$ cat config.mk
export PLATFORM = sky130hd
export DESIGN_NAME = ifcap_regs
export DESIGN_NICKNAME = d
export VERILOG_FILES = /design/src/ifcap_pkg.sv /design/src/ifcap_regs.sv
export SDC_FILE = /design/constraint.sdc
export NUM_CORES = 1
export LEC_CHECK = 0
export BUFFER_PORTS_ARGS = -buffer_cell sky130_fd_sc_hd__buf_2
export CORE_ASPECT_RATIO = 1.4
export CORE_MARGIN = 1.5
export CORE_UTILIZATION = 35
export DETAILED_ROUTE_END_ITERATION = 10
export PLACE_DENSITY_LB_ADDON = 0.1
export SETUP_SLACK_MARGIN = 0.3
export SYNTH_ARGS = -nofsm -noshare
export SYNTH_HDL_FRONTEND = slang
export SYNTH_SLANG_ARGS = --single-unit
$ cat constraint.sdc
create_clock -name clk -period 1.7 [get_ports clk]
set_clock_uncertainty 0.2 [all_clocks]
set_input_delay 0.17 -clock clk [delete_from_list [all_inputs] [get_ports clk]]
set_output_delay 0.17 -clock clk [all_outputs]
set_load 0.01 [all_outputs]
$ cat src/ifcap_pkg.sv
// Package for the infoframe capture register bank: offsets, field layout, link capture structs.
// Assumes an APB slave with 32-bit data; each register takes one aligned word (byte addr = 4 * index).
package ifcap_pkg;

	// ----------------------------------------------------------------
	// Register indices (byte address is four times these)
	// ----------------------------------------------------------------
	localparam logic [7:0] IFCAP_IDX_BASE       = 8'h80;
	localparam logic [7:0] IFCAP_IDX_VID_VER    = 8'h80;
	localparam logic [7:0] IFCAP_IDX_VID_BYTE1  = 8'h81;
	localparam logic [7:0] IFCAP_IDX_VID_BYTE2  = 8'h82;
	localparam logic [7:0] IFCAP_IDX_SCALING    = 8'h83;
	localparam logic [7:0] IFCAP_IDX_FMT_CODE   = 8'h84;
	localparam logic [7:0] IFCAP_IDX_REPEAT     = 8'h85;
	localparam logic [7:0] IFCAP_IDX_TOP_LO     = 8'h86;
	localparam logic [7:0] IFCAP_IDX_TOP_HI     = 8'h88;
	localparam logic [7:0] IFCAP_IDX_BOT_LO     = 8'h89;
	localparam logic [7:0] IFCAP_IDX_BOT_HI     = 8'h8A;
	localparam logic [7:0] IFCAP_IDX_LEFT_LO    = 8'h8B;
	localparam logic [7:0] IFCAP_IDX_LEFT_HI    = 8'h8C;
	localparam logic [7:0] IFCAP_IDX_RIGHT_LO   = 8'h8D;
	localparam logic [7:0] IFCAP_IDX_RIGHT_HI   = 8'h8E;
	localparam logic [7:0] IFCAP_IDX_SND_VER    = 8'h90;
	localparam logic [7:0] IFCAP_IDX_SND_CODING = 8'h91;
	localparam logic [7:0] IFCAP_IDX_SND_RATE   = 8'h92;
	localparam logic [7:0] IFCAP_IDX_PEAK_RATE  = 8'h93;
	localparam logic [7:0] IFCAP_IDX_SPEAKER    = 8'h94;
	localparam logic [7:0] IFCAP_IDX_IRQ_MASK   = 8'h7E;
	localparam logic [7:0] IFCAP_IDX_IRQ_STATUS = 8'h7F;
	localparam logic [2:0] IFCAP_FLAG_LOW_BITS  = 3'h7;

	// ----------------------------------------------------------------
	// Field layout and reset values
	// ----------------------------------------------------------------
	localparam int          IFCAP_NUM_FLAGS  = 7;
	localparam int          IFCAP_FLAG_VIDEO = 0;
	localparam int          IFCAP_FLAG_SOUND = 1;
	localparam logic [7:0]  IFCAP_BYTE_RESET = 8'h00;
	localparam logic [15:0] IFCAP_HALF_RESET = 16'h0000;
	localparam logic [31:0] IFCAP_WORD_ZERO  = 32'h0000_0000;
	localparam logic [1:0]  IFCAP_ADDR_LOW   = 2'h0;
	localparam logic [6:0]  IFCAP_FLAGS_NONE = 7'h00;

	// Bar info encodings
	localparam logic [1:0] IFCAP_BAR_NONE  = 2'h0;
	localparam logic [1:0] IFCAP_BAR_HORIZ = 2'h1;
	localparam logic [1:0] IFCAP_BAR_VERT  = 2'h2;
	localparam logic [1:0] IFCAP_BAR_BOTH  = 2'h3;
	// Active format aspect codes and picture aspect codes
	localparam logic [3:0] IFCAP_AFD_SAME  = 4'h8;
	localparam logic [3:0] IFCAP_AFD_4_3   = 4'h9;
	localparam logic [3:0] IFCAP_AFD_16_9  = 4'hA;
	localparam logic [3:0] IFCAP_AFD_14_9  = 4'hB;
	localparam logic [1:0] IFCAP_PAR_4_3   = 2'h1;
	localparam logic [1:0] IFCAP_PAR_16_9  = 2'h2;

	// Decoded aspect of the active area
	typedef enum logic [2:0] {
		IFCAP_ASPECT_NONE = 3'b000,
		IFCAP_ASPECT_4_3  = 3'b001,
		IFCAP_ASPECT_16_9 = 3'b010,
		IFCAP_ASPECT_14_9 = 3'b011
	} ifcap_aspect_e;

	// Video infoframe fields as delivered by the packet parser
	typedef struct packed {
		logic [7:0]  version;
		logic [7:0]  byte1;
		logic [7:0]  byte2;
		logic [7:0]  scaling;
		logic [7:0]  fmt_code;
		logic [7:0]  repeat_cnt;
		logic [15:0] top_bar_end;
		logic [15:0] bottom_bar_start;
		logic [15:0] left_bar_end;
		logic [15:0] right_bar_start;
	} ifcap_video_s;

	// Audio infoframe fields as delivered by the packet parser
	typedef struct packed {
		logic [7:0] version;
		logic [7:0] coding_count;
		logic [7:0] rate_size;
		logic [7:0] peak_rate;
		logic [7:0] speaker_allocation_code;
	} ifcap_sound_s;

	// Decoded view of the stored fields
	typedef struct packed {
		logic [1:0]    bar_info;
		logic [1:0]    scaling_field;
		logic          afd_present;
		ifcap_aspect_e active_aspect;
		logic [6:0]    video_code;
		logic [4:0]    pixel_sends;
		logic [3:0]    coding_type_field;
		logic [3:0]    channels;
	} ifcap_decode_s;

endpackage

$ cat src/ifcap_regs.sv
// Infoframe capture register bank with APB slave, change flags and interrupt.
// Assumes the packet parser runs on clk and pulses a strobe with complete field data.
`timescale 1ns/1ps
module ifcap_regs
	import ifcap_pkg::*;
(
	input  wire logic                    clk,
	input  wire logic                    arst_n,
	// APB slave
	input  wire logic                    psel,
	input  wire logic                    penable,
	input  wire logic                    pwrite,
	input  wire logic [11:0]             paddr,
	input  wire logic [31:0]             pwdata,
	output logic      [31:0]             prdata,
	output logic                         pready,
	output logic                         pslverr,
	// Packet parser side
	input  wire logic                    video_strobe,
	input  wire ifcap_pkg::ifcap_video_s video_in,
	input  wire logic                    sound_strobe,
	input  wire ifcap_pkg::ifcap_sound_s sound_in,
	input  wire logic [6:0]              other_changed,
	// Decoded view and interrupt
	output ifcap_pkg::ifcap_decode_s     decode,
	output logic                         irq
);
	import ifcap_pkg::*;

	// ------------------------------------------------------------
	// Stored infoframe contents
	// ------------------------------------------------------------
	ifcap_video_s  video;
	ifcap_sound_s  sound;
	logic [6:0]    change_flags;
	logic [6:0]    irq_status;
	logic [6:0]    irq_mask;
	logic [6:0]    events;
	logic [7:0]    index;
	logic          access;
	logic          rd_access;
	logic          wr_access;
	logic          flag_addr;
	logic          flag_read;
	logic          status_read;
	logic          mapped;
	logic [7:0]    rd_byte;
	logic [31:0]   next_prdata;
	ifcap_decode_s next_decode;

	// Single-cycle access phase; no wait states needed
	assign access    = psel && penable;
	assign rd_access = access && !pwrite;
	assign wr_access = access && pwrite;
	assign index     = paddr[9:2];
	assign pready    = 1'b1;

	// Flag mirrors live at every index ending in 111 in the upper half
	// Address decode alone, so the setup-cycle read capture sees the mirror too
	assign flag_addr   = index[7] && (index[2:0] == IFCAP_FLAG_LOW_BITS);
	assign flag_read   = rd_access && flag_addr;
	assign status_read = rd_access && (index == IFCAP_IDX_IRQ_STATUS);

	// Capture video fields only on a new video packet
	always_ff @(posedge clk or negedge arst_n) begin
		if (!arst_n) begin
			video <= '0;
		end else if (video_strobe) begin
			video <= video_in;
		end
	end

	// Capture audio fields only on a new audio packet
	always_ff @(posedge clk or negedge arst_n) begin
		if (!arst_n) begin
			sound <= '0;
		end else if (sound_strobe) begin
			sound <= sound_in;
		end
	end

	// Events from both own captures and other packet kinds
	always_comb begin
		events                   = other_changed;
		events[IFCAP_FLAG_VIDEO] = video_strobe || other_changed[IFCAP_FLAG_VIDEO];
		events[IFCAP_FLAG_SOUND] = sound_strobe || other_changed[IFCAP_FLAG_SOUND];
	end

	// Change flags: a new event in the reading cycle survives the clear
	always_ff @(posedge clk or negedge arst_n) begin
		if (!arst_n) begin
			change_flags <= IFCAP_FLAGS_NONE;
		end else if (flag_read) begin
			change_flags <= events;
		end else begin
			change_flags <= change_flags | events;
		end
	end

	// Interrupt status: sticky, cleared by reading it, set wins
	always_ff @(posedge clk or negedge arst_n) begin
		if (!arst_n) begin
			irq_status <= IFCAP_FLAGS_NONE;
		end else if (status_read) begin
			irq_status <= events;
		end else begin
			irq_status <= irq_status | events;
		end
	end

	// Interrupt mask, software written
	always_ff @(posedge clk or negedge arst_n) begin
		if (!arst_n) begin
			irq_mask <= IFCAP_FLAGS_NONE;
		end else if (wr_access && (index == IFCAP_IDX_IRQ_MASK)) begin
			irq_mask <= pwdata[6:0];
		end
	end

	assign irq = |(irq_status & irq_mask);

	// ------------------------------------------------------------
	// Read multiplexer
	// ------------------------------------------------------------
	always_comb begin
		rd_byte = IFCAP_BYTE_RESET;
		mapped  = 1'b1;
		if (flag_addr) begin
			rd_byte = {1'b0, change_flags};
		end else begin
			unique case (index)
				IFCAP_IDX_VID_VER:    rd_byte = video.version;
				IFCAP_IDX_VID_BYTE1:  rd_byte = video.byte1;
				IFCAP_IDX_VID_BYTE2:  rd_byte = video.byte2;
				IFCAP_IDX_SCALING:    rd_byte = video.scaling;
				IFCAP_IDX_FMT_CODE:   rd_byte = {1'b0, video.fmt_code[6:0]};
				IFCAP_IDX_REPEAT:     rd_byte = {4'h0, video.repeat_cnt[3:0]};
				IFCAP_IDX_TOP_LO:     rd_byte = video.top_bar_end[7:0];
				IFCAP_IDX_TOP_HI:     rd_byte = video.top_bar_end[15:8];
				IFCAP_IDX_BOT_LO:     rd_byte = video.bottom_bar_start[7:0];
				IFCAP_IDX_BOT_HI:     rd_byte = video.bottom_bar_start[15:8];
				IFCAP_IDX_LEFT_LO:    rd_byte = video.left_bar_end[7:0];
				IFCAP_IDX_LEFT_HI:    rd_byte = video.left_bar_end[15:8];
				IFCAP_IDX_RIGHT_LO:   rd_byte = video.right_bar_start[7:0];
				IFCAP_IDX_RIGHT_HI:   rd_byte = video.right_bar_start[15:8];
				IFCAP_IDX_SND_VER:    rd_byte = sound.version;
				IFCAP_IDX_SND_CODING: rd_byte = sound.coding_count;
				IFCAP_IDX_SND_RATE:   rd_byte = sound.rate_size;
				IFCAP_IDX_PEAK_RATE:  rd_byte = sound.peak_rate;
				IFCAP_IDX_SPEAKER:    rd_byte = sound.speaker_allocation_code;
				IFCAP_IDX_IRQ_MASK:   rd_byte = {1'b0, irq_mask};
				IFCAP_IDX_IRQ_STATUS: rd_byte = {1'b0, irq_status};
				default:              mapped  = 1'b0;
			endcase
		end
	end

	// Any access to an unmapped word, a write to a read-only one, bad alignment or paddr[11:10] set is an error
	assign pslverr = access && (!mapped || (paddr[1:0] != IFCAP_ADDR_LOW) || paddr[11:10] != 2'h0
		|| (pwrite && (index != IFCAP_IDX_IRQ_MASK)));

	// Unmapped words already give a zero byte from the multiplexer
	assign next_prdata = {24'h000000, rd_byte};

	// Read data is registered at the setup phase so it is stable in access
	always_ff @(posedge clk or negedge arst_n) begin
		if (!arst_n) begin
			prdata <= IFCAP_WORD_ZERO;
		end else begin
			prdata <= (psel && !penable && !pwrite) ? next_prdata : prdata;
		end
	end

	// ------------------------------------------------------------
	// Decoded fields for the downstream video and audio paths
	// ------------------------------------------------------------
	always_comb begin
		next_decode                   = '0;
		next_decode.bar_info          = video.byte1[3:2];
		next_decode.scaling_field     = video.scaling[1:0];
		next_decode.afd_present       = video.byte1[4];
		next_decode.video_code        = video.fmt_code[6:0];
		next_decode.pixel_sends       = {1'b0, video.repeat_cnt[3:0]} + 5'h01;
		next_decode.coding_type_field = sound.coding_count[7:4];
		// Code 0 defers to the stream header, others mean n+1 channels
		next_decode.channels = (sound.coding_count[2:0] == 3'h0) ? 4'h0
			: {1'b0, sound.coding_count[2:0]} + 4'h1;
		next_decode.active_aspect = IFCAP_ASPECT_NONE;
		if (video.byte1[4]) begin
			unique case (video.byte2[3:0])
				IFCAP_AFD_SAME: begin
					if (video.byte2[5:4] == IFCAP_PAR_4_3) begin
						next_decode.active_aspect = IFCAP_ASPECT_4_3;
					end else if (video.byte2[5:4] == IFCAP_PAR_16_9) begin
						next_decode.active_aspect = IFCAP_ASPECT_16_9;
					end
				end
				IFCAP_AFD_4_3:  next_decode.active_aspect = IFCAP_ASPECT_4_3;
				IFCAP_AFD_16_9: next_decode.active_aspect = IFCAP_ASPECT_16_9;
				IFCAP_AFD_14_9: next_decode.active_aspect = IFCAP_ASPECT_14_9;
				default:        next_decode.active_aspect = IFCAP_ASPECT_NONE;
			endcase
		end
	end

	// Registered so the decoded outputs come from flip-flops
	always_ff @(posedge clk or negedge arst_n) begin
		if (!arst_n) begin
			decode <= '0;
		end else begin
			decode <= next_decode;
		end
	end

endmodule

=== Word level (Yosys, flattened, before mapping) ===
Cells that the tools add are included.

* Register bits after elaboration: 204
* Input bits: 210
* Output and inout bits: 63
* Logic and storage cells: 96

* Add/sub/neg operators: 2
* Equality and inequality tests: 29
* Mux-type cells: 11
* Bitwise gates (word level): 3
* Reduce and logical (&&, ||, !) cells: 24

{| class="wikitable"
|+ Operator list
! kind !! count
|-
| $pmux 8 s21 || 1
|-
| $eq 8x8->1 const B || 19
|-
| $reduce_or 21->1 || 1
|-
| $eq 4x4->1 const B || 4
|-
| $eq 8x7->1 const B || 2
|-
| $mux 7 || 2
|-
| $or 7x7->7 || 2
|-
| $pmux 3 s4 || 1
|-
| $logic_and 1x1->1 || 11
|-
| $mux 8 || 1
|-
| $ne 8x7->1 const B || 1
|-
| $and 7x7->7 || 1
|-
| $reduce_or 7->1 || 1
|-
| $mux 3 || 2
|-
| $add 4x1->5 const B || 1
|-
| $logic_or 1x1->1 || 5
|-
| $add 3x1->4 const B || 1
|-
| $mux 4 || 1
|-
| $reduce_bool 2->1 || 2
|-
| $eq 3x3->1 const B || 1
|-
| $logic_not 1->1 || 3
|-
| $logic_not 3->1 || 1
|-
| $eq 2x1->1 const B || 1
|-
| $eq 2x2->1 const B || 1
|-
| other kinds (2) || 3
|}

=== Depth between registers and ports, before layout ===
* Word-level depth: 9
* Mapped depth: 9
* Gate-level depth less buffers: 6

=== Least setup slack after synthesis ===
OpenSTA, ideal clock, no wires.

* Path kind: input -> output
* Start point: input port paddr[6]
* End point: output port pslverr
* Data arrival time: 1,515 ps
* Data required time: 1,330 ps
* Path slack: -185 ps
* Stages: 8
* Path buffers: 2
* Cell sequence: buf_6 > nor4b_2 > and3_4 > buf_6 > a311oi_2 > nand3_1 > or3_1 > a21oi_2

* Word-level cells in the longest chain between the ends: 9
* Elaborated cells on any way between the ends: 31
* Classes of those cells: 22 x eq/ne; 2 x mux; 7 x reduce/logical

{| class="wikitable"
|+ RTL lines
! element !! line !! source
|-
| from (decl) || ifcap_regs.sv:13 || <nowiki>input wire logic [11:0] paddr,</nowiki>
|-
| $eq 8x7->1 / $eq 8x8->1 (equally long branches) || ifcap_regs.sv:131 || <nowiki>unique case (index)</nowiki>
|-
| $reduce_or 21->1 (no source line) || n/a ||
|-
| $mux 1 || ifcap_regs.sv:131 ||
|-
| $mux 1 || ifcap_regs.sv:128 || <nowiki>if (flag_addr) begin</nowiki>
|-
| $logic_not 1->1 || ifcap_regs.sv:159 || <nowiki>assign pslverr = access && (!mapped || (paddr[1:0] != IFCAP_ADDR_LOW) || paddr[11:10] != 2'h0</nowiki>
|-
| $logic_or 1x1->1 (2 in a row) || ifcap_regs.sv:159 ||
|-
| $logic_or 1x1->1 (*) || ifcap_regs.sv:160 || <nowiki>|| (pwrite && (index != IFCAP_IDX_IRQ_MASK)));</nowiki>
|-
| $logic_and 1x1->1 (*) || ifcap_regs.sv:159 ||
|-
| to (decl) || ifcap_regs.sv:17 || <nowiki>output logic pslverr,</nowiki>
|}

Every way passes the cells marked *; elsewhere a longest branch is shown, timed or not.

=== Worst setup path after layout ===
* Start point: input port paddr[7]
* End point: output port pslverr

Same word-level chain as after synthesis.

==> out/results.txt <==
Leakage: 6.40 nW
Post-Synthesis Cells: 727
Maxcap violations: 0
Reg2reg path depth: 4
Largest net degree at the start of global routing: 54
Initial core utilization: 35.4%
Sequential share of the synthesized area: 55.1%
Row Count: 70
CTS tree: yes
Total global routing overflow: 0
Mux contribution to synthesized area: 21.2%
RSZ-0062 raised after global routing: yes
Max-slew violations: 0
Worst Hold Class: input pin to asynchronous set/reset pin
Utilization after layout: 55.1%
IO buf count: 216
Power Density: 893 nW/um2
Largest cells by area after synthesis: dfrtp_1, mux2_2, buf_4
Sw Ratio: 24.5%
Post-route minimum period: 2020 ps
Yosys top cell area share: 55.1%
Clock buffer depth: 3
Most used routing layer: met2
Synth Area in XOR/XNOR: 0.285%
RD Place Congestion: 0.867
Most frequent cells in the layout: dfrtp_1, buf_2, dlygate4sd3_1
Ratio of cells with drive above 1 in the final layout: 47.6%
Fin nets: 1430
Height of the die: 195 um
DIE AREA: 27300 um2
Post-DRT Antenna Nets: 0
Htree depth: 1
Total GRT Usage: 22.9%
Final Worst Setup Slack: -318 ps
Power Internal: 9.68 mW
Status: finished, violations left
Min Hold Slack: -28.6 ps
Drt pass-1 iters: 4
Initial antenna violation count: 0
Warnings, synthesis: 0
Failing checks: hold timing, setup timing
TNS Setup: -583 ps
Unique masters post-synth: 65
CP endpoint kind: output port
Clock root cell: clkbuf_16
Critical Path RT: 1330 ps
Most common cell after layout, fill and taps aside: dfrtp_1
Latest clock arrival within the worst-skew pair: 500 ps
VDD IR max: 0.588 mV
Vias in the first global route: 8316
Top Ports: 273
EDFF count, synth: 0
Count of state elements after synthesis: 203
Met1 Track Usage GR: 28.3%
P&R area growth vs syn: 55.6%
Vias: 7713
Dpl ws: -487 ps
Sink Count: 203
Final total power: 12.8 mW
Main synth FF type: dfrtp_1
Clk pwr share: 39.9%
Synth Area in Adders: 0.407%
Fmax: 496 MHz
First-pass GRT wire length: 47700 um
1st-iter DRT viols: 296
Period utilization: 119%
Mapped Area: 9220 um2
Grt met3 use: 3.11%
Clk slew on worst S/H paths: 60 ps
Met2 GRT Util: 41.3%
DR vias/cell: 4.97
Crit path DAT: 1650 ps
FFs w/ async S/R, synth: 100%
Detailed Place HPWL: 22900 um
Final setup viols: 5
Die X: 140 um
Sequential power share: 43.7%
CP Launch Type: input pin
Combinational power share: 16.4%
Core area: 26000 um2
Largest family of logic cells by synthesized area: multiplexers
N_diodes: 0
Post-Synth Simple-Gate Area: 7.18%
Synth Area in Compound Gates: 10.8%
CP Max Fanout: 5
Drc violations: 0
Routed WL per cell: 20.3 um
Mean Syn Cell Area: 12.7 um2
CTS Buf Count: 22
Kind of critical path: input pin to output port
Hold Vio Cnt, Final: 43
NetSw: 3.13 mW
WL final: 31500 um
Yosys top cell by area: dfrtp_1
[registers in the layout, summed over array words and instances, names as in the netlist]
register	count
prdata	8
change_flags	7
irq_status	7
video	95
sound	36
irq_mask	7
next_decode	16
decode	27
[synth_stat cells (5+ instances only)]
cell      count
mux2_2      161
nand2_1      38
mux2i_1      12
clkbuf_1     20
nand3_1      18
nor3_1        9
nor2b_1       5
o21ai_0      17
a22oi_1      19
a221oi_1      8
inv_1         5
a22o_1        7
dfrtp_1     203
a31oi_1      15
nor2_1       22
a32oi_1       8
buf_2         8
a21o_1       10
buf_4        34
a21oi_1      29
[layout make-up]
cell class / count / area, um2
Timing Repair Buffer: 510 / 4050
Fill cell: 2255 / 11700
Inverter: 7 / 26.3
Sequential cell: 203 / 5080
Multi-Input combinational cell: 473 / 4010
Clock inverter: 6 / 134
Clock buffer: 29 / 628
Tap cell: 324 / 405
[cells by family after synthesis]
| group | count (synthesis) |
|---|---|
| flops | 203 |
| mux | 174 |
| compound gates | 142 |
| simple gates | 125 |
| buf+inv | 75 |
| fa+ha+maj | 3 |
| xor+xnor | 3 |
| other cells | 2 |
[path summary, 6_finish.rpt]
path                            startpoint           to  slack, ps
min in group clk              video_strobe    video[48]        -10
setup / recovery                  paddr[7]      pslverr       -320
setup reg to reg           next_decode[27]    prdata[3]        -50
hold reg to reg            next_decode[13]   decode[13]        220
max in group asynchronous           arst_n  irq_mask[5]        710
hold / removal                      arst_n    decode[9]        -30
[metrics by stage]
stage,hold WS [ps],std cells,cell area [um2]
finish,-28.6,1552,14300
floorplan,-326,751,9440
detailed placement,-62.9,1334,11500
global placement,-68.4,1334,11500
global route,-8.40,1552,14300
CTS,-34.5,1547,14300
[timing repair]
item,CTS,global route
hold buffers,163,1
gates cloned,1,0
buffers inserted,14,4
endpoints found under the hold margin,371,2
endpoints found under the setup margin,27,45
pin swaps,24,15
resized for setup,57,14
[worst max-delay path, cell delays in order]
cell	delay [ps]
buf_12	110
or3_4	380
or3_4	360
nor2_4	100
o32a_1	200
or3_4	150
a21oi_2	40
buf_2	130
[routing by layer]
metal	routed length (um)	vias to the layer above
met3	1370	50
met1	12900	3828
met2	16300	223
met4	905	0
met5	0	-
li1	-	3612
[power by group through the flow]
stage	registers, mW	clock network, mW	logic (mW)
floorplan	5.61	0	0.832
global placement	5.68	0	1.68
detailed placement	5.68	0	1.69
CTS	5.60	5.23	2.09
global route	5.65	5.41	2.26
finish	5.60	5.11	2.10
Note: power is estimated with default switching activity, not from simulation.
